**src/verilog/comm_glue_pkg.sv**
```systemverilog
// Package for the communication glue block: register map, field positions,
// reset values and port-select encodings.
// Assumes a single 50 MHz clock domain and a plain strobe register port.
`default_nettype none
package comm_glue_pkg;
  // ==========================================
  // Register port map (software side)
  // ==========================================
  localparam int ADDR_W = 8;                 // Register port address width
  localparam int DATA_W = 8;                 // Register port data width
  localparam logic [7:0] OFF_LINE_CTRL = 8'h00;   // Line-unit control
  localparam logic [7:0] OFF_COMM_CTRL = 8'h01;   // Communication control
  localparam logic [7:0] OFF_STATUS = 8'h02;      // Read-only line status
  localparam logic [7:0] OFF_STRB_STAT = 8'h03;   // Read-only strobe decode status
  // ==========================================
  // Line-unit control fields
  // ==========================================
  localparam int LC_CHAR9 = 0;               // 9-bit characters when set
  localparam int LC_STD_HI = 1;              // High-rate standard when set
  localparam int LC_VOICE = 2;               // Voice usage when set
  localparam int LC_ANSWER = 3;              // Answer role when set
  localparam int LC_OFFHOOK = 4;             // Off-hook relay drive
  localparam logic [7:0] LINE_CTRL_RST = 8'h00;
  // ==========================================
  // Communication control fields
  // ==========================================
  localparam int CC_PSEL0 = 0;               // Port select line 0
  localparam int CC_PSEL1 = 1;               // Port select line 1
  localparam int CC_TREADY = 2;              // Terminal ready
  localparam int CC_RXSPD_LSB = 4;           // Receive speed code, 3 bits
  localparam int RXSPD_W = 3;
  localparam logic [2:0] SPD_600 = 3'h2;     // Codes above this exceed 600 bps
  localparam logic [2:0] SPD_1200 = 3'h3;    // Forced speed code
  localparam logic [7:0] COMM_CTRL_RST = 8'h00;
  // ==========================================
  // Status fields
  // ==========================================
  localparam int ST_CARRIER = 0;             // Merged carrier present
  localparam int ST_PERMIT = 1;              // Send permission present
  localparam int ST_INSTALLED = 2;           // Line unit installed
  localparam int ST_OFFHOOK = 3;             // Line unit reports off hook
  localparam int ST_SETREADY = 4;            // Host data set ready
  localparam int ST_FORCED = 5;              // Speed forced to 1200
  // ==========================================
  // Port select encodings
  // ==========================================
  typedef enum logic [1:0] {PORT_HOST = 2'h0, PORT_LOOP = 2'h2, PORT_LINE = 2'h3, PORT_NONE = 2'h1} port_t;
endpackage
`default_nettype wire

```
**src/verilog/strobe_if.sv**
```systemverilog
// Interface carrying decoded register strobes between decoder and core.
// Assumes all members are sampled on the common clock.
`default_nettype none
interface strobe_if;
  logic [3:0] ctrl_wr;   // One-hot control register write selects
  logic [3:0] ctrl_rd;   // One-hot control register read selects
  logic [3:0] sc_reg;    // Serial controller register index
  logic sc_wr;           // Serial controller write
  logic sc_rd;           // Serial controller read
  modport dec (output ctrl_wr, ctrl_rd, sc_reg, sc_wr, sc_rd);
  modport core (input ctrl_wr, ctrl_rd, sc_reg, sc_wr, sc_rd);
endinterface
`default_nettype wire

```
**src/verilog/ctrl_register_decoder.sv**
```systemverilog
// Address decoder for control registers and serial controller registers.
// Assumes latched address lines and active-low strobes are synchronous.
`default_nettype none
module ctrl_register_decoder
  import comm_glue_pkg::*;
(
  input wire logic latched_addr_bit1,
  input wire logic latched_addr_bit2,
  input wire logic latched_addr_bit3,
  input wire logic latched_addr_bit4,
  input wire logic latched_addr_bit5,
  input wire logic low_byte_write_n,
  input wire logic ctrl_read_strobe_n,
  input wire logic decoder_enable_n,
  input wire logic sc_write_n,
  input wire logic sc_read_n,
  input wire logic serial_ctrl_select_n,
  strobe_if.dec st
);
  // ==========================================
  // Decode helper
  // ==========================================
  // One-hot from two address bits
  function automatic logic [3:0] onehot2(input logic [1:0] a);
    onehot2 = 4'h1 << a;
  endfunction

  // ==========================================
  // Combinational decode
  // ==========================================
  // Control selects only while the enable is low
  always_comb begin
    st.ctrl_wr = 4'h0;
    st.ctrl_rd = 4'h0;
    if (!decoder_enable_n && !low_byte_write_n) begin
      st.ctrl_wr = onehot2({latched_addr_bit2, latched_addr_bit1});
    end else if (!decoder_enable_n && !ctrl_read_strobe_n) begin
      st.ctrl_rd = onehot2({latched_addr_bit2, latched_addr_bit1});
    end
    st.sc_reg = {latched_addr_bit5, latched_addr_bit4, latched_addr_bit3, latched_addr_bit2};
    st.sc_wr = !sc_write_n && !serial_ctrl_select_n;
    st.sc_rd = !sc_read_n && !serial_ctrl_select_n;
  end
endmodule
`default_nettype wire

```
**src/verilog/comm_dataset_control_glue.sv**
```systemverilog
// Communication section glue: control registers, serial controller
// selects, modem handshake steering and register port.
// Assumes synchronous inputs on mclk_i and a one-cycle strobe register port.
//
// The address map and the address-and-strobe port are this design's own decisions.
`default_nettype none
module comm_dataset_control_glue
  import comm_glue_pkg::*;
(
  input wire logic mclk_i,
  input wire logic rst_b_i,
  // Register port
  input wire logic [ADDR_W-1:0] reg_addr_i,
  input wire logic [DATA_W-1:0] reg_wdata_i,
  input wire logic reg_wr_i,
  input wire logic reg_rd_i,
  output logic [DATA_W-1:0] reg_rdata_o,
  // Latched CPU address and strobes
  input wire logic latched_addr_bit1_i,
  input wire logic latched_addr_bit2_i,
  input wire logic latched_addr_bit3_i,
  input wire logic latched_addr_bit4_i,
  input wire logic latched_addr_bit5_i,
  input wire logic low_byte_write_n_i,
  input wire logic ctrl_read_strobe_n_i,
  input wire logic decoder_enable_n_i,
  input wire logic sc_write_n_i,
  input wire logic sc_read_n_i,
  input wire logic serial_ctrl_select_n_i,
  // Decoded selects
  output logic [3:0] ctrl_wr_sel_n_o,
  output logic [3:0] ctrl_rd_sel_n_o,
  output logic [3:0] sc_reg_o,
  output logic sc_wr_n_o,
  output logic sc_rd_n_o,
  // Serial controller events
  input wire logic host_rx_ready_i,
  input wire logic host_tx_empty_i,
  output logic host_rx_irq_n_o,
  output logic host_tx_irq_n_o,
  // Host / external set
  input wire logic host_send_permit_n_i,
  input wire logic host_set_ready_n_i,
  input wire logic ext_set_carrier_n_i,
  input wire logic ext_set_speed_force_n_i,
  output logic host_term_ready_n_o,
  output logic high_rate_select_n_o,
  // Integral line unit
  input wire logic int_set_carrier_n_i,
  input wire logic int_set_send_permit_n_i,
  input wire logic int_set_installed_n_i,
  input wire logic int_set_speed_force_n_i,
  input wire logic int_set_offhook_i,
  output logic char_length_sel_o,
  output logic standard_select_o,
  output logic line_usage_sel_n_o,
  output logic originate_answer_sel_o,
  output logic offhook_drive_o,
  // Steered results
  output logic merged_carrier_n_o,
  output logic send_permit_n_o,
  output logic port_select0_o,
  output logic port_select1_o,
  output logic [RXSPD_W-1:0] eff_speed_o
);
  // ==========================================
  // Decoder instance
  // ==========================================
  strobe_if st ();  // Decoded strobes

  ctrl_register_decoder u_dec (
    .latched_addr_bit1(latched_addr_bit1_i),
    .latched_addr_bit2(latched_addr_bit2_i),
    .latched_addr_bit3(latched_addr_bit3_i),
    .latched_addr_bit4(latched_addr_bit4_i),
    .latched_addr_bit5(latched_addr_bit5_i),
    .low_byte_write_n(low_byte_write_n_i),
    .ctrl_read_strobe_n(ctrl_read_strobe_n_i),
    .decoder_enable_n(decoder_enable_n_i),
    .sc_write_n(sc_write_n_i),
    .sc_read_n(sc_read_n_i),
    .serial_ctrl_select_n(serial_ctrl_select_n_i),
    .st(st)
  );

  // ==========================================
  // State
  // ==========================================
  typedef struct packed {
    logic [DATA_W-1:0] line_ctrl;   // Line-unit control register
    logic [DATA_W-1:0] comm_ctrl;   // Communication control register
    logic [DATA_W-1:0] rdata;       // Read data
    logic [3:0] wr_sel_n;           // Registered control write selects
    logic [3:0] rd_sel_n;           // Registered control read selects
    logic [3:0] sc_reg;             // Registered controller index
    logic sc_wr_n;                  // Registered controller write
    logic sc_rd_n;                  // Registered controller read
    logic rx_irq_n;                 // Receive interrupt
    logic tx_irq_n;                 // Transmit interrupt
    logic term_ready_n;             // Terminal ready
    logic spd_sel_n;                // Speed select
    logic carrier_n;                // Merged carrier
    logic permit_n;                 // Send permit
    logic forced;                   // Speed forced
    logic [RXSPD_W-1:0] speed;      // Effective speed code
  } state_t;

  state_t q;       // Current state
  state_t next_q;  // Next state

  // Port selection from control bits
  port_t port;
  assign port = port_t'({q.comm_ctrl[CC_PSEL1], q.comm_ctrl[CC_PSEL0]});

  // ==========================================
  // Next-state logic
  // ==========================================
  // Register writes, reads and line steering
  always_comb begin
    logic ext_cd_n;       // External carrier after blocking
    logic [RXSPD_W-1:0] cfg_speed;  // Configured speed
    ext_cd_n = 1'b1;
    cfg_speed = q.comm_ctrl[CC_RXSPD_LSB +: RXSPD_W];
    next_q = q;
    // Software writes
    if (reg_wr_i) begin
      if (reg_addr_i == OFF_LINE_CTRL) begin
        next_q.line_ctrl = reg_wdata_i;
      end else if (reg_addr_i == OFF_COMM_CTRL) begin
        next_q.comm_ctrl = reg_wdata_i;
      end
    end
    // Read data, valid the cycle after the strobe only
    next_q.rdata = '0;
    if (reg_rd_i) begin
      if (reg_addr_i == OFF_LINE_CTRL) begin
        next_q.rdata = q.line_ctrl;
      end else if (reg_addr_i == OFF_COMM_CTRL) begin
        next_q.rdata = q.comm_ctrl;
      end else if (reg_addr_i == OFF_STATUS) begin
        next_q.rdata[ST_CARRIER] = !q.carrier_n;
        next_q.rdata[ST_PERMIT] = !q.permit_n;
        next_q.rdata[ST_INSTALLED] = !int_set_installed_n_i;
        next_q.rdata[ST_OFFHOOK] = int_set_offhook_i;
        next_q.rdata[ST_SETREADY] = !host_set_ready_n_i;
        next_q.rdata[ST_FORCED] = q.forced;
      end else if (reg_addr_i == OFF_STRB_STAT) begin
        next_q.rdata = {~q.rd_sel_n, ~q.wr_sel_n};
      end
    end
    // Decoded select outputs, active low
    next_q.wr_sel_n = ~st.ctrl_wr;
    next_q.rd_sel_n = ~st.ctrl_rd;
    next_q.sc_reg = st.sc_reg;
    next_q.sc_wr_n = !st.sc_wr;
    next_q.sc_rd_n = !st.sc_rd;
    // Host interrupts from controller events
    next_q.rx_irq_n = !host_rx_ready_i;
    next_q.tx_irq_n = !host_tx_empty_i;
    next_q.term_ready_n = !q.comm_ctrl[CC_TREADY];
    // External carrier blocked by second select line
    if (!q.comm_ctrl[CC_PSEL1]) begin
      ext_cd_n = ext_set_carrier_n_i;
    end
    next_q.carrier_n = int_set_carrier_n_i & ext_cd_n;
    // Multiplexer steering of send permission
    case (port)
      PORT_LINE: next_q.permit_n = int_set_send_permit_n_i;
      PORT_HOST: next_q.permit_n = host_send_permit_n_i;
      PORT_LOOP: next_q.permit_n = 1'b0;
      default: next_q.permit_n = 1'b1;
    endcase
    // Speed forcing from either indicator
    next_q.forced = !ext_set_speed_force_n_i || !int_set_speed_force_n_i;
    next_q.speed = next_q.forced ? SPD_1200 : cfg_speed;
    next_q.spd_sel_n = !(cfg_speed > SPD_600);
  end

  // ==========================================
  // State register
  // ==========================================
  // Synchronous active-low reset
  always_ff @(posedge mclk_i) begin
    if (!rst_b_i) begin
      q <= '0;
      q.line_ctrl <= LINE_CTRL_RST;
      q.comm_ctrl <= COMM_CTRL_RST;
      q.wr_sel_n <= 4'hf;
      q.rd_sel_n <= 4'hf;
      q.sc_wr_n <= 1'b1;
      q.sc_rd_n <= 1'b1;
      q.rx_irq_n <= 1'b1;
      q.tx_irq_n <= 1'b1;
      q.term_ready_n <= 1'b1;
      q.spd_sel_n <= 1'b1;
      q.carrier_n <= 1'b1;
      q.permit_n <= 1'b1;
    end else begin
      q <= next_q;
    end
  end

  // ==========================================
  // Outputs
  // ==========================================
  assign reg_rdata_o = q.rdata;
  assign ctrl_wr_sel_n_o = q.wr_sel_n;
  assign ctrl_rd_sel_n_o = q.rd_sel_n;
  assign sc_reg_o = q.sc_reg;
  assign sc_wr_n_o = q.sc_wr_n;
  assign sc_rd_n_o = q.sc_rd_n;
  assign host_rx_irq_n_o = q.rx_irq_n;
  assign host_tx_irq_n_o = q.tx_irq_n;
  assign host_term_ready_n_o = q.term_ready_n;
  assign high_rate_select_n_o = q.spd_sel_n;
  assign char_length_sel_o = q.line_ctrl[LC_CHAR9];
  assign standard_select_o = q.line_ctrl[LC_STD_HI];
  assign line_usage_sel_n_o = q.line_ctrl[LC_VOICE];
  assign originate_answer_sel_o = q.line_ctrl[LC_ANSWER];
  assign offhook_drive_o = q.line_ctrl[LC_OFFHOOK];
  assign merged_carrier_n_o = q.carrier_n;
  assign send_permit_n_o = q.permit_n;
  assign port_select0_o = q.comm_ctrl[CC_PSEL0];
  assign port_select1_o = q.comm_ctrl[CC_PSEL1];
  assign eff_speed_o = q.speed;
endmodule
`default_nettype wire

```
**config.mk**
```make
export PLATFORM = sky130hd
export DESIGN_NAME = comm_dataset_control_glue
export DESIGN_NICKNAME = d
export VERILOG_FILES = /design/src/verilog/comm_glue_pkg.sv /design/src/verilog/strobe_if.sv /design/src/verilog/ctrl_register_decoder.sv /design/src/verilog/comm_dataset_control_glue.sv
export SDC_FILE = /design/constraint.sdc
export NUM_CORES = 1
export LEC_CHECK = 0
export BUFFER_PORTS_ARGS = -buffer_cell sky130_fd_sc_hd__buf_2
export CORE_AREA = 2 2 71 73
export DETAILED_ROUTE_END_ITERATION = 16
export DIE_AREA = 0 0 73 75
export PLACE_DENSITY_LB_ADDON = 0.1
export SLEW_MARGIN = 10
export SYNTH_ARGS = -nofsm -noshare
export SYNTH_HDL_FRONTEND = slang
export SYNTH_HIERARCHICAL = 1
export SYNTH_SLANG_ARGS = --single-unit
```
**constraint.sdc**
```tcl
create_clock -name mclk_i -period 1.1 [get_ports mclk_i]
set_input_delay 0.165 -clock mclk_i [delete_from_list [all_inputs] [get_ports mclk_i]]
set_output_delay 0.165 -clock mclk_i [all_outputs]
set_load 0.02 [all_outputs]
```
---- Yosys cells after proc, flatten, opt, wreduce, memory -nomap -nowiden ----
Index checks and enable logic that the tools add are counted.
operators by class
  magnitude comparators ................... 1
  eq/ne operators ......................... 5
  shift-type cells ........................ 1
  muxes and demuxes ....................... 11
  bitwise logic cells ..................... 7
  reductions and logical operators ........ 29
operator list
  kind                   count
  $mux W8                3
  $logic_not A1 Y1       18
  $eq A8 B2 Y1 const B   2
  $not A4 Y4             4
  $mux W4                3
  $eq A8 B1 Y1 const B   1
  $logic_not A8 Y1       1
  $mux W6                1
  $eq A2 B2 Y1 const B   2
  $logic_and A1 B1 Y1    4
  $mux W2                2
  $reduce_and A2 Y1      2
  $shl A1 B2 Y4 const A  1
  $gt A3 B2 Y1 const B   1
  $pmux W1 S3            1
  $reduce_and A3 Y1      1
  $logic_not A2 Y1       1
  $not A1 Y1             2
  $reduce_or A2 Y1       1
  $and A1 B1 Y1          1
  $logic_or A1 B1 Y1     1
  $mux W1                1
word-level totals
  register bits after elaboration ......... 48
  bits of input ports ..................... 42
  output and inout bits ................... 38

---- Logic depth before layout (Yosys ltp) ----
Gate-level depths: netlist (run 1).
  depth after elaboration ................. 5
  depth in mapped cells ................... 5
  gate-level depth less buffers ........... 3

---- By module ----
Netlist (run 1), hierarchy kept.
modules (own cells, without submodules)
  module                     instances  cells an instance  area an instance (µm²)
  comm_dataset_control_glue  1          194                1838.0
  ctrl_register_decoder      1          18                 107.6

---- Worst setup path before layout (run 1) ----
OpenSTA, ideal clock, no wires.
  path kind ............................... input-to-reg
  start point ............................. input reg_addr_i[5]
  end point ............................... register q, in the netlist char_length_sel_o
  arrival ................................. 0.981 ns
  data required time ...................... 0.973 ns
  slack ................................... -0.008 ns
  stages on the path ...................... 3
  buffers on the path ..................... 0
  path through ............................ nor4_4 > nand4_2 > mux2i_1
between the ends
  cells in the longest elaborated chain, start to end .. 2
ends and longest elaborated chain
  element                             RTL line                          text
  from (decl)                         comm_dataset_control_glue.sv:13   input wire logic [ADDR_W-1:0] reg_addr_i,
  $logic_not A8 Y1                    comm_dataset_control_glue.sv:127  if (reg_addr_i == OFF_LINE_CTRL) begin
  $reduce_and A2 Y1 (no source line)  -
  to (signal assigned)                comm_dataset_control_glue.sv:199  q <= next_q;
  to (decl)                           comm_dataset_control_glue.sv:108  state_t q;
No other way between the ends.
A chain may end at the register's enable or synchronous reset.

---- Final worst setup path (run 1) ----
  start point ............................. register q, in the netlist port_select1_o
  end point ............................... output port_select1_o
RTL lines
  element    RTL line                         text
  to (decl)  comm_dataset_control_glue.sv:63  output logic port_select1_o,
No word-level cell between the ends.

==> results.cfg, run 1 <==
[detailed_routing]
detail_route.wl_per_cell_um = 12.9
drtPass1Iterations = 4
antenna_left = 0
via_per_inst = 4.68
drt-initial-drc-count = 66
drc = 0
wl_mm = 4.18
vias = 1520

[clocking]
cts_root_buf = clkbuf_8
cts_tree = yes
clk_pin_slew_ps = 80
clkSinkCount = 48
numCtsBuffers = 5
post-cts-setup-buffers = 0
clock_path_buffers = 2
h-tree-depth = 2
clock_latency_ps = 290

[critical_path]
cp_top_family = flip-flops
critPathMaxStageDelay_ps = 390
critPathLaunchType = flop
path_cells = buf_2
end_kind = output port
r2r_cells = 3
cp_num_cells = 1
r2r_slack_ps = 220
crit_buf_inv = 1
slowest_stage = dfxtp_2
cp.arrival_ps = 860
cp.required_ps = 940
cp_max_fo = 5
critPathKind = reg -> out

[hold_path]
whs_path_depth = 2
hold_class = in -> reg

[place]
placed_area_um2 = 2250
dp_cells = 317
dp_hpwl_mm = 3.15
gp_congestion = 0.743
port_buffers = 79
pre_cts_slack_ps = -136

[final_layout]
stdcell_count = 325
final_core_util = 0.504
area_growth_pct = 20.8
final_common_cell = buf_2
nets = 312
antenna_cells = 0
layout-drive-gt1-share = 0.376
final_area_um2 = 2350
layout_common_cells = buf_2, nand2_1, dfxtp_1

[global_route]
track_usage = 0.159
grt_pass1_wl_mm = 6.60
grt_overflow = 0
antenna_found_initial = 0
grt_max_degree = 47
first_global_vias = 1365

[logic_synthesis]
syn_inst = 212
synthFlopType = dfxtp_1
synth.cell_area_um2 = 1950
ys_top_cells_by_area = dfxtp_1, buf_4, nand2_1
yosys.area.top_type = dfxtp_1
seq_area_frac_synth = 0.494
syn_area_per_cell_um2 = 9.18
syn_nets = 254
async_flop_share = 0
yosysUniqueCellTypes = 26
ys_ff_latch = 48
ys_warn_count = 6
synth_top_area_frac = 0.494
synth_edf_count = 0

[power_and_ir_drop]
power.total_mw = 3.15
power_leakage_nw = 1.17
peakVddDrop_v = 0.000663
power.density_nw_per_um2 = 1340

[timing]
rsz0062_at_grt = false
setup_tns_ps = 0
final_max_slew_viol_count = 0
fin_crit_ps = 1030
setup_viol = 0
max_freq_mhz = 972
period_share = 0.936
fin_hold_ws_ps = 18.8
clock_skew_ps = 2.49
slew_headroom = 0.803
finalHoldViolations = 0
layout_setup_ws_ps = 70.8
worst_pin_slew_ps = 293

[die]
fp-row-count = 25
dieArea_um2 = 5480
start_util = 0.417
core-area_um2 = 4660
die_x_um = 73
die_y_um = 75
io_pins = 80

[outcome]
outcome = completed

[job]
cap_violations = 0
[flip-flops by register name, summed over array words and instances, names as in the netlist, 3 cells and up]
signal / count
ctrl_rd_sel_n_o: 4
ctrl_wr_sel_n_o: 4
eff_speed_o: 3
q: 10
reg_rdata_o: 8
sc_reg_o: 4
[per-layer routing]
| metal | track usage | routed length, um | up-vias |
|---|---|---|---|
| met4 | 0.0617 | 44 | 0 |
| met3 | 0.0442 | 338 | 4 |
| met1 | 0.222 | 2060 | 668 |
| met5 | 0 | 0 | - |
| met2 | 0.234 | 1730 | 58 |
| li1 | - | - | 790 |
[cells in the mapped netlist, drive strengths merged, types with 4 or more instances]
master  count
a211o       4
a211oi      4
a21oi       7
and2        5
buf        32
clkbuf      4
dfxtp      48
mux2i      16
nand2      50
nor2       13
nor3        4
o211ai      6
o21ai       4
[logic make-up (layout without fill, tap and decap cells)]
kind of cell,Yosys count,after routing,synth area share
AND/OR/NAND/NOR,83,83,0.203
AO/OA/AOI/OAI,28,28,0.0965
multiplexers,16,16,0.0823
buffers and inverters,37,96,0.125
flip-flops,48,48,0.494
[power by group]
group          switching [mW]  total (mW)  internal [mW]
clock network           0.557        1.06          0.502
registers             0.00988        1.78           1.77
logic                   0.176       0.312          0.136
total                   0.743        3.15           2.40
[repair_timing]
item | in CTS | in global routing
resized for setup | 1 | 1
hold buffers | 0 | 0
setup endpoints to repair | 1 | 1
[layout make-up]
type / count / area [um^2]
Multi-Input combinational cell: 127 / 742
Timing Repair Buffer: 87 / 480
Tap cell: 54 / 67.6
Fill cell: 469 / 2310
Clock buffer: 6 / 82.6
Clock inverter: 2 / 10.0
Inverter: 1 / 3.75
Sequential cell: 48 / 963
[path summary, 6_finish.rpt]
| check | start | endpoint |
|---|---|---|
| max | port_select1_o | port_select1_o |
| min | host_tx_empty_i | host_tx_irq_n_o |
| max reg2reg | standard_select_o | reg_rdata_o[1] |
| min reg2reg | q[34] | host_term_ready_n_o |
Note: power is estimated with default switching activity, not from simulation.
==> run 2, diff against run 1 <==
- CELL_PAD_IN_SITES_DETAIL_PLACEMENT: default -> 1
- CELL_PAD_IN_SITES_GLOBAL_PLACEMENT: default -> 2
- CORE_AREA: 2 2 71 73 -> 2 2 92 94
- DIE_AREA: 0 0 73 75 -> 0 0 94 96
- SYNTH_HIERARCHICAL: 1 -> default
==> run 2 against run 1 <==
  * Clock skew grew 7.0 ps
  * Largest power group unchanged
  * Setup slack lost 10 ps
  * Final cell count grew 14%
==> results.cfg, run 2 <==
[place]
gp_congestion = 0.692
port_buffers = 79
dp_hpwl_mm = 3.76

[detailed_routing]
detail_route.wl_per_cell_um = 13.2
wl_mm = 4.91
drtPass1Iterations = 4
vias = 1556
drc = 0
drt-initial-drc-count = 26
via_per_inst = 4.19
antenna_left = 0

[clocking]
numCtsBuffers = 5
clk_pin_slew_ps = 90
clkSinkCount = 48
cts_root_buf = clkbuf_8
clock_path_buffers = 2
h-tree-depth = 2
clock_latency_ps = 300
cts_tree = yes
post-cts-setup-buffers = 0

[die]
die_y_um = 96
fp-row-count = 33
start_util = 0.234
die_x_um = 94
io_pins = 80
dieArea_um2 = 9020
core-area_um2 = 8050

[power_and_ir_drop]
p_clk_frac = 0.350
power.total_mw = 3.22
p_int_mw = 2.43
power_leakage_nw = 1.20
switchingPower_uw = 794
power.density_nw_per_um2 = 1310
power.share.combinational = 0.097
power.share.sequential = 0.552
peakVddDrop_v = 0.000362
p_sw_frac = 0.247

[logic_synthesis]
syn_nets = 240
async_flop_share = 0
syn_inst = 198
yosys.area.top_type = dfxtp_1
yosysUniqueCellTypes = 25
ys_warn_count = 0
synth_edf_count = 0
syn_area_per_cell_um2 = 9.50
seq_area_frac_synth = 0.511
ys_ff_latch = 48
synthFlopType = dfxtp_1
ys_top_cells_by_area = dfxtp_1, buf_4, nand2_1
synth.cell_area_um2 = 1880
synth_most_common_cell = dfxtp_1
synth_commonest_cells = dfxtp_1, nand2_1, buf_4, mux2i_1, nor2_1
synth_top_area_frac = 0.511

[timing]
clock_skew_ps = 9.49
period_share = 0.945
finalHoldViolations = 0
final_max_slew_viol_count = 0
max_freq_mhz = 962
worst_pin_slew_ps = 301
slew_headroom = 0.798
rsz0062_at_grt = false
fin_crit_ps = 1040
setup_viol = 0

[global_route]
grt_pass1_wl_mm = 7.33
antenna_found_initial = 0
grt_overflow = 0
first_global_vias = 1426
track_usage = 0.109
grt_max_degree = 32

[final_layout]
multi_input_area_um2 = 711
largest_register_ffs = 10
final_common_cell = buf_2
layout-drive-gt1-share = 0.398
seq_area_um2 = 966
nets = 307
layout_common_cells = buf_2, nand2_1, dfxtp_1
area_growth_pct = 30.2
nFillCells = 985
final_core_util = 0.304
regMostFlops = q
antenna_cells = 0

[critical_path]
reg2reg_from = line_usage_sel_n_o
end_kind = output port
cp_top_family = flip-flops
r2r_slack_ps = 210
cp.required_ps = 940
r2r_cells = 3
path_cells = buf_2
slowest_stage = dfxtp_1
crit_buf_inv = 1
critPathMaxStageDelay_ps = 390
cp_num_cells = 1
critPathLaunchType = flop
cp_max_fo = 3
r2r-end = reg_rdata_o[2]
cp.arrival_ps = 870
critPathKind = reg -> out

[hold_path]
min_from = sc_write_n_i
whs_path_depth = 2
worst_hold_path.endpoint = sc_wr_n_o
hold_class = in -> reg

[outcome]
outcome = completed

[job]
cap_violations = 0
run 2: changes by cell type after synthesis, moves of 3 or more:
| cell | previous run | this run |
|---|---|---|
| buf_4 | 27 | 23 |
| nand2_1 | 50 | 45 |
| nor3_1 | 3 | 0 |
| nor2_1 | 13 | 9 |
run 2: power by group through the flow:
stage          registers (mW)  logic (mW)  clock network, mW
3_5_place_dp             1.82       0.314                  0
2_1_floorplan            1.83       0.154                  0
4_1_cts                  1.78       0.320               1.20
3_3_place_gp             1.82       0.315                  0
6_report                 1.78       0.314               1.13
5_1_grt                  1.78       0.349               1.27
run 2: cell type report:
class	instances	share of cell area
Clock buffer	6	0.0337
Clock inverter	2	0.00562
Inverter	1	0.00153
Multi-Input combinational cell	118	0.290
Sequential cell	48	0.394
Tap cell	105	0.0537
Timing Repair Buffer	91	0.221
run 2: worst max path at each step:
stage,from,end
3_3_place_gp,reg_addr_i[5],q[37]
3_5_place_dp,reg_addr_i[5],q[39]
2_1_floorplan,reg_addr_i[5],port_select0_o
6_report,line_usage_sel_n_o,line_usage_sel_n_o
4_1_cts,offhook_drive_o,offhook_drive_o
5_1_grt,line_usage_sel_n_o,line_usage_sel_n_o
run 2: per-stage QoR:
| stage | instances | setup slack, ps | instance area, um^2 | hold slack, ps | TNS [ps] |
|---|---|---|---|---|---|
| floorplan | 198 | -7.96 | 1880 | 227 | -63.7 |
| global placement | 361 | -111 | 2330 | 328 | -2190 |
| detailed placement | 361 | -132 | 2330 | 333 | -2390 |
| CTS | 371 | 19.7 | 2450 | 31.9 | 0 |
| global route | 371 | 7.53 | 2450 | 38.4 | 0 |
| finish | 371 | 60.7 | 2450 | 45.1 | 0 |
run 2: what timing repair did:
action | 4_1_cts | 5_1_grt
hold buffers | 2 | 0
setup endpoints to repair | 2 | 2
endpoints found under the hold margin | 2 | 0
gates resized for setup | 2 | 2
run 2: cell families (layout without fill, tap and decap cells):
logic type / Yosys count / in the layout / share of synthesized area
compound gates: 28 / 28 / 0.0998
mux: 16 / 16 / 0.0852
simple gates: 74 / 74 / 0.193
flops: 48 / 48 / 0.511
buf+inv: 32 / 100 / 0.111
run 2: routing by layer:
layer	vias up	share of wire	global-route usage
li1	773	-	-
met1	731	0.44	0.135
met2	45	0.49	0.182
met3	7	0.055	0.0274
met4	0	0.014	0.0399
met5	-	0	0
